--- src/leddr_pkg.sv ---
// Constants for the LED driver control register bank.
// Assumes an 8-bit register address and 8-bit data from the serial front end.
package leddr_pkg;

  // ---------------------------------------------------------------
  // Register addresses
  // ---------------------------------------------------------------
  localparam logic [7:0] ADDR_STRING_ENABLE   = 8'h00;
  localparam logic [7:0] ADDR_DEVICE_CONFIG   = 8'h02;
  localparam logic [7:0] ADDR_FAULT_MASK      = 8'h08;
  localparam logic [7:0] ADDR_GLOBAL_CURRENT  = 8'h0e;
  localparam logic [7:0] ADDR_RESERVED        = 8'h10;
  localparam logic [7:0] ADDR_OPT_CONTROL     = 8'h11;
  localparam logic [7:0] ADDR_OPT_DAC_ONE     = 8'h14;
  localparam logic [7:0] ADDR_OPT_DAC_TWO     = 8'h15;
  localparam logic [7:0] ADDR_OPT_STATUS      = 8'h18;

  // ---------------------------------------------------------------
  // Power-up defaults held in the nonvolatile image
  // ---------------------------------------------------------------
  localparam logic [7:0] DEF_STRING_ENABLE    = 8'h0f;
  localparam logic [7:0] DEF_DEVICE_CONFIG    = 8'h4e;
  localparam logic [7:0] DEF_FAULT_MASK       = 8'h0f;
  localparam logic [7:0] DEF_GLOBAL_CURRENT   = 8'h7f;
  localparam logic [7:0] DEF_RESERVED         = 8'h04;
  localparam logic [7:0] DEF_OPT_CONTROL      = 8'h1a;

  // ---------------------------------------------------------------
  // Storage slots for the loaded registers
  // ---------------------------------------------------------------
  localparam int         NUM_LOADED           = 6;
  localparam logic [2:0] IDX_STRING_ENABLE    = 3'h0;
  localparam logic [2:0] IDX_DEVICE_CONFIG    = 3'h1;
  localparam logic [2:0] IDX_FAULT_MASK       = 3'h2;
  localparam logic [2:0] IDX_GLOBAL_CURRENT   = 3'h3;
  localparam logic [2:0] IDX_RESERVED         = 3'h4;
  localparam logic [2:0] IDX_OPT_CONTROL      = 3'h5;
  localparam logic [2:0] IDX_NONE             = 3'h7;
  localparam logic [2:0] IDX_LAST             = 3'h5;

  // Status field positions
  localparam int         POS_FB_IGNORE        = 5;
  localparam int         POS_OPT_STATE        = 3;

  typedef enum logic [1:0] {
    ST_LOAD = 2'b01,
    ST_RUN  = 2'b10
  } leddr_state_e;

endpackage

--- src/leddr_regs.sv ---
// Control register bank with power-up load from the nonvolatile image.
// Assumes the serial front end presents one-cycle read/write strobes
// synchronous to clk_sys.
`timescale 1ns/1ps

module leddr_regs
  import leddr_pkg::*;
(
  input  wire logic       clk_sys,
  input  wire logic       nrst,
  input  wire logic       en_pin,
  input  wire logic       reg_wr,
  input  wire logic       reg_rd,
  input  wire logic [7:0] reg_addr,
  input  wire logic [7:0] reg_wdata,
  input  wire logic [7:0] opt_dac_one,
  input  wire logic [7:0] opt_dac_two,
  input  wire logic       feedback_ignore_flag,
  input  wire logic [1:0] optimizer_state_field,
  output logic      [7:0] reg_rdata_q,
  output logic            reg_rvalid_q,
  output logic            load_busy_q,
  output logic      [7:0] string_enable_bits_q,
  output logic      [7:0] device_configuration_q,
  output logic      [7:0] string_fault_monitor_mask_q,
  output logic      [7:0] global_string_current_q,
  output logic      [7:0] optimizer_control_q
);

  // ---------------------------------------------------------------
  // Decode helpers
  // ---------------------------------------------------------------
  // Map an address onto a storage slot, or none for unmapped/read-only
  function automatic logic [2:0] slot_of(input logic [7:0] a);
    unique case (a)
      ADDR_STRING_ENABLE:  slot_of = IDX_STRING_ENABLE;
      ADDR_DEVICE_CONFIG:  slot_of = IDX_DEVICE_CONFIG;
      ADDR_FAULT_MASK:     slot_of = IDX_FAULT_MASK;
      ADDR_GLOBAL_CURRENT: slot_of = IDX_GLOBAL_CURRENT;
      ADDR_RESERVED:       slot_of = IDX_RESERVED;
      ADDR_OPT_CONTROL:    slot_of = IDX_OPT_CONTROL;
      default:             slot_of = IDX_NONE;
    endcase
  endfunction

  // Default value stored in the nonvolatile image for each slot
  function automatic logic [7:0] image_of(input logic [2:0] s);
    unique case (s)
      IDX_STRING_ENABLE:  image_of = DEF_STRING_ENABLE;
      IDX_DEVICE_CONFIG:  image_of = DEF_DEVICE_CONFIG;
      IDX_FAULT_MASK:     image_of = DEF_FAULT_MASK;
      IDX_GLOBAL_CURRENT: image_of = DEF_GLOBAL_CURRENT;
      IDX_RESERVED:       image_of = DEF_RESERVED;
      IDX_OPT_CONTROL:    image_of = DEF_OPT_CONTROL;
      default:            image_of = 8'h00;
    endcase
  endfunction

  // ---------------------------------------------------------------
  // Load sequencer
  // ---------------------------------------------------------------
  leddr_state_e state_q, state_d;
  logic [2:0]   load_idx_q, load_idx_d;
  logic         en_q, en_d;
  logic         en_rise;
  logic         load_busy_d;

  assign en_rise = en_pin & ~en_q;

  // One slot per cycle; an enable edge restarts the walk from slot zero
  always_comb begin
    state_d    = state_q;
    load_idx_d = load_idx_q;
    en_d       = en_pin;
    if (en_rise) begin
      state_d    = ST_LOAD;
      load_idx_d = IDX_STRING_ENABLE;
    end else begin
      unique case (state_q)
        ST_LOAD: begin
          if (load_idx_q == IDX_LAST) begin
            state_d = ST_RUN;
          end else begin
            load_idx_d = load_idx_q + 3'h1;
          end
        end
        ST_RUN: begin
          load_idx_d = IDX_STRING_ENABLE;
        end
      endcase
    end
    // Busy flag follows the next state so the output is a plain flop
    load_busy_d = (state_d == ST_LOAD);
  end

  // Sequencer state, edge detector and busy flag
  always_ff @(posedge clk_sys) begin
    if (!nrst) begin
      state_q     <= ST_LOAD;
      load_idx_q  <= IDX_STRING_ENABLE;
      en_q        <= 1'b0;
      load_busy_q <= 1'b1;
    end else begin
      state_q     <= state_d;
      load_idx_q  <= load_idx_d;
      en_q        <= en_d;
      load_busy_q <= load_busy_d;
    end
  end

  // ---------------------------------------------------------------
  // Register storage
  // ---------------------------------------------------------------
  logic [7:0] regs_q [NUM_LOADED];
  logic [7:0] regs_d [NUM_LOADED];
  logic [2:0] wr_slot;

  assign wr_slot = slot_of(reg_addr);

  // Loader owns the bank while busy; host writes before run state are dropped.
  // Read-only and unmapped addresses decode to no slot.
  always_comb begin
    for (int i = 0; i < NUM_LOADED; i++) begin
      regs_d[i] = regs_q[i];
    end
    if (state_q == ST_LOAD && !en_rise) begin
      regs_d[load_idx_q] = image_of(load_idx_q);
    end else if (state_q == ST_RUN && !en_rise && reg_wr &&
                 wr_slot != IDX_NONE && wr_slot != IDX_RESERVED) begin
      regs_d[wr_slot] = reg_wdata;
    end
  end

  // Contents are zero from reset until the loader has passed them
  always_ff @(posedge clk_sys) begin
    if (!nrst) begin
      for (int i = 0; i < NUM_LOADED; i++) begin
        regs_q[i] <= 8'h00;
      end
    end else begin
      for (int i = 0; i < NUM_LOADED; i++) begin
        regs_q[i] <= regs_d[i];
      end
    end
  end

  // ---------------------------------------------------------------
  // Read path
  // ---------------------------------------------------------------
  logic [7:0] rdata_d;
  logic [7:0] status_word;

  always_comb begin
    status_word = 8'h00;
    status_word[POS_FB_IGNORE] = feedback_ignore_flag;
    status_word[POS_OPT_STATE +: 2] = optimizer_state_field;
  end

  // Unmapped addresses read zero; data appears one cycle after strobe
  always_comb begin
    rdata_d = 8'h00;
    unique case (reg_addr)
      ADDR_OPT_DAC_ONE: rdata_d = opt_dac_one;
      ADDR_OPT_DAC_TWO: rdata_d = opt_dac_two;
      ADDR_OPT_STATUS:  rdata_d = status_word;
      default: begin
        if (wr_slot != IDX_NONE) begin
          rdata_d = regs_q[wr_slot];
        end
      end
    endcase
  end

  always_ff @(posedge clk_sys) begin
    if (!nrst) begin
      reg_rdata_q  <= 8'h00;
      reg_rvalid_q <= 1'b0;
    end else begin
      reg_rdata_q  <= reg_rd ? rdata_d : 8'h00;
      reg_rvalid_q <= reg_rd;
    end
  end

  // ---------------------------------------------------------------
  // Outputs
  // ---------------------------------------------------------------
  assign string_enable_bits_q        = regs_q[IDX_STRING_ENABLE];
  assign device_configuration_q      = regs_q[IDX_DEVICE_CONFIG];
  assign string_fault_monitor_mask_q = regs_q[IDX_FAULT_MASK];
  assign global_string_current_q     = regs_q[IDX_GLOBAL_CURRENT];
  assign optimizer_control_q         = regs_q[IDX_OPT_CONTROL];
endmodule // leddr_regs

--- config.mk ---
export PLATFORM = sky130hd
export DESIGN_NAME = leddr_regs
export DESIGN_NICKNAME = d
export VERILOG_FILES = /design/src/leddr_pkg.sv /design/src/leddr_regs.sv
export SDC_FILE = /design/constraint.sdc
export NUM_CORES = 1
export LEC_CHECK = 0
export BUFFER_PORTS_ARGS = -buffer_cell sky130_fd_sc_hd__buf_2
export CAP_MARGIN = 20
export CORE_MARGIN = 1
export CORE_UTILIZATION = 30
export DETAILED_ROUTE_END_ITERATION = 10
export GPL_ROUTABILITY_DRIVEN = 0
export HOLD_SLACK_MARGIN = 0.03
export RECOVER_POWER = 50
export SYNTH_ARGS = -nofsm -noshare
export SYNTH_HDL_FRONTEND = slang
export SYNTH_SLANG_ARGS = --single-unit
--- constraint.sdc ---
create_clock -name clk_sys -period 2 [get_ports clk_sys]
set_input_delay 0.3 -clock clk_sys [delete_from_list [all_inputs] [get_ports clk_sys]]
set_output_delay 0.3 -clock clk_sys [all_outputs]
set_load 0.01 [all_outputs]
==> results_dict.tcl <==
set metrics [dict create \
    clk_latency_ns 0.34 \
    clk_pin_slew_ns 0.06 \
    crit_required_ns 2.23 \
    clk_path_buf_depth 2 \
    synth_compound_area_share_pct 31.58 \
    grt_pass1_vias 3668 \
    synth_flop_cell "dfxtp_1" \
    ys_warn_count 0 \
    syn_area_um2 3511 \
    fmax_mhz 529.9 \
    area_growth_syn_to_layout_pct 35.00 \
    finalHoldViolCount 0 \
    dp_hpwl_mm 10.38 \
    fin_nets 590 \
    ys_top_cells_by_area "dfxtp_1, a21oi_1, nor2_1" \
    root_buffer "clkbuf_16" \
    synthAdderAreaFrac_pct 1.782 \
    numCtsBuffers 9 \
    htreeDepth 3 \
    critPathKind "flop to flop" \
    p_total_mw 3.767 \
    io_buffers 89 \
    path_cells "buf_4 -> ha_2 -> buf_4 -> o21bai_1 -> a21oi_2 -> o41ai_2 -> buf_4 -> nor2_1" \
    synth_top_family_by_area "compound AO/OA/AOI/OAI gates" \
    wl_mm 13.27 \
    dr_total_vias 3941 \
    path_max_fanout 7 \
    path_common_cell "buf_4" \
    track_usage_pct 22.22 \
    ant_nets 0 \
    drt_first_pass_iters 6 \
    die_h_um 110.2 \
    setup-tns-final_ns 0 \
    max_stage_delay_ns 0.38 \
    r2r_slack_ns 0.11 \
    yosysTopAreaCellShare_pct 36.49 \
    slew_violations 0 \
    maxSlewHeadroom_pct 34.39 \
    postCtsHoldBufs 0 \
    drc 0 \
    synth_cells 414 \
    n_antenna_cell 0 \
    hold_end "en_q$_SDFF_PN0_" \
    cts_sinks 64 \
    finish.instance_area_um2 4740 \
    peakVddDrop_v 0.0004251 \
    antenna_found_initial 0 \
    num_rows 39 \
    die_w_um 110.2 \
    wire_per_inst_um 19.15 \
    drt_iter0_markers 467 \
    tightest_slew_ns 0.9841 \
    grt_max_degree 52 \
    rsz0062_at_grt "false" \
    start_util_pct 30.75 \
    final.min_clock_period_ns 1.887 \
    hold_path_class "input pin to flop" \
    placed_cell_area_um2 4441 \
    status "finished, final reports clean" \
    synth_most_common_cell "dfxtp_1" \
    synth_top_cell_by_area "dfxtp_1" \
    core_um2 11420 \
    worst_setup_path_end_kind "flop" \
    skew_ns 0.007059 \
    muxShareOfSynthArea_pct 3.920 \
    synth_edf_count 0 \
    r2r_cells 8 \
    dp_slack_ns -0.03920 \
    fin_ws_ns 0.1128 \
    regToRegEndpoint "regs_q[4][1]$_SDFFE_PN0P_" \
    ys_seq_area_share_pct 36.49 \
    drive_gt1_share_pct 25.64 \
    max-cap-violations 0 \
    fin_crit_sh_pct 94.36 \
    cellLeakagePower_nw 1.846 \
    netlist_top_cells_count "dfxtp_1, nor2_1, a21oi_1" \
    whs_path_depth 2 \
    grt-ovfl-total 0 \
    die-area_um2 12140 \
    vias_per_cell 5.687 \
    timing.rr.start "load_idx_q[0]$_SDFFE_PP0P_" \
    cp.arrival_ns 2.12 \
    setup_violations 0 \
    tritoncts "yes" \
    synth-xor-area-share_pct 0.4989 \
    syn_area_per_cell_um2 8.480 \
    synth_cell_types 68 \
    crit_path_start_kind "flop" \
    p_per_area_nw_per_um2 794.8 \
    slowest_stage "o41ai_2" \
    async_reset_ff_share_pct 0 \
    pin_count 90 \
    whs_ns 0.1978 \
    min_from "en_pin" \
    grt_pass1_wl_mm 19.93 \
    synth-simple-area-share_pct 21.03 \
    ys_ff_latch 64 \
    syn_nets 459 \
]
[how the worst max path moves through the flow]
stage                               startpoint                   endpoint  slack [ns]  cells after the start
finish              load_idx_q[0]$_SDFFE_PP0P_  regs_q[4][1]$_SDFFE_PN0P_        0.11                      8
detailed placement                 reg_addr[3]  reg_rdata_q[7]$_SDFF_PN0_       -0.04                      7
CTS                 load_idx_q[0]$_SDFFE_PP0P_  regs_q[4][1]$_SDFFE_PN0P_        0.08                      7
global placement    load_idx_q[0]$_SDFFE_PP0P_  regs_q[4][1]$_SDFFE_PN0P_       -0.05                      7
global route        load_idx_q[0]$_SDFFE_PP0P_  regs_q[4][3]$_SDFFE_PN0P_       0.005                      7
floorplan           load_idx_q[0]$_SDFFE_PP0P_  regs_q[4][1]$_SDFFE_PN0P_        0.09                      7
[critical path, delay by kind of cell, from the launching register on]
| kind | cells | cell delay [ns] |
|---|---|---|
| flip-flops | 1 | 0.34 |
| AO/OA/AOI/OAI | 3 | 0.66 |
| buffers and inverters | 3 | 0.52 |
| AND/OR/NAND/NOR | 1 | 0.05 |
| adder cells (fa/ha/maj) | 1 | 0.21 |
[routing by layer]
| metal | up-vias | global-route usage (%) | routed length, um |
|---|---|---|---|
| li1 | 1835 | - | - |
| met4 | 0 | 6.015 | 319 |
| met3 | 34 | 3.586 | 1360 |
| met1 | 1833 | 30.76 | 5739 |
| met5 | - | 0 | 0 |
| met2 | 239 | 35.67 | 5850 |
[placed cells by master (no fill, tap or decap), types with 6 or more instances in the layout]
cell type	n
clkbuf_1	51
buf_2	38
o21ai_0	23
dfxtp_1	63
mux2_2	6
buf_4	56
nand2b_1	6
nand2_1	31
a221oi_1	11
nand3_1	13
a21oi_1	37
o211ai_1	10
inv_1	6
a2bb2oi_1	6
and3_1	6
clkbuf_16	9
a22oi_1	6
o221ai_1	15
nor2b_1	7
nor2_1	46
mux2i_1	7
[through the flow]
step / std cells / utilization [%]
floorplan: 414 / -
global placement: 677 / 38.89
detailed placement: 677 / 38.89
CTS: 693 / 41.84
global route: 693 / 41.51
finish: 693 / 41.51
[kinds of logic (layout without fill, tap and decap cells)]
| group | Yosys count | after routing |
|---|---|---|
| fa+ha+maj | 5 | 5 |
| mux | 13 | 13 |
| simple gates | 142 | 142 |
| compound gates | 155 | 155 |
| flops | 64 | 64 |
| buf+inv | 33 | 169 |
| xor+xnor | 2 | 2 |
[area by class of cell]
class,count,area (um^2)
clock inverter,7,103.9
sequential,64,1282
inverter,6,22.52
tap,143,178.9
clock buffer,9,225.2
fill,1159,6679
timing repair buffer,147,827.0
multi-input combinational,317,2100
[timing repair]
action	CTS	global route
resized for setup	1	7
setup buffers	0	0
endpoints found under the setup margin	2	10
pin swaps	0	1
[registers in the layout (all words and copies together), names as in the netlist]
register      cells
regs_q           48
reg_rdata_q       8
load_idx_q        3
state_q           2
en_q              1
load_busy_q       1
reg_rvalid_q      1
[power breakdown]
part | internal [mW] | switching (mW) | total (mW)
Combinational | 0.248 | 0.352 | 0.601
Sequential | 1.34 | 0.0841 | 1.43
Clock | 1.11 | 0.633 | 1.74
Total | 2.70 | 1.07 | 3.77
Power figures use the tool's default switching activity.
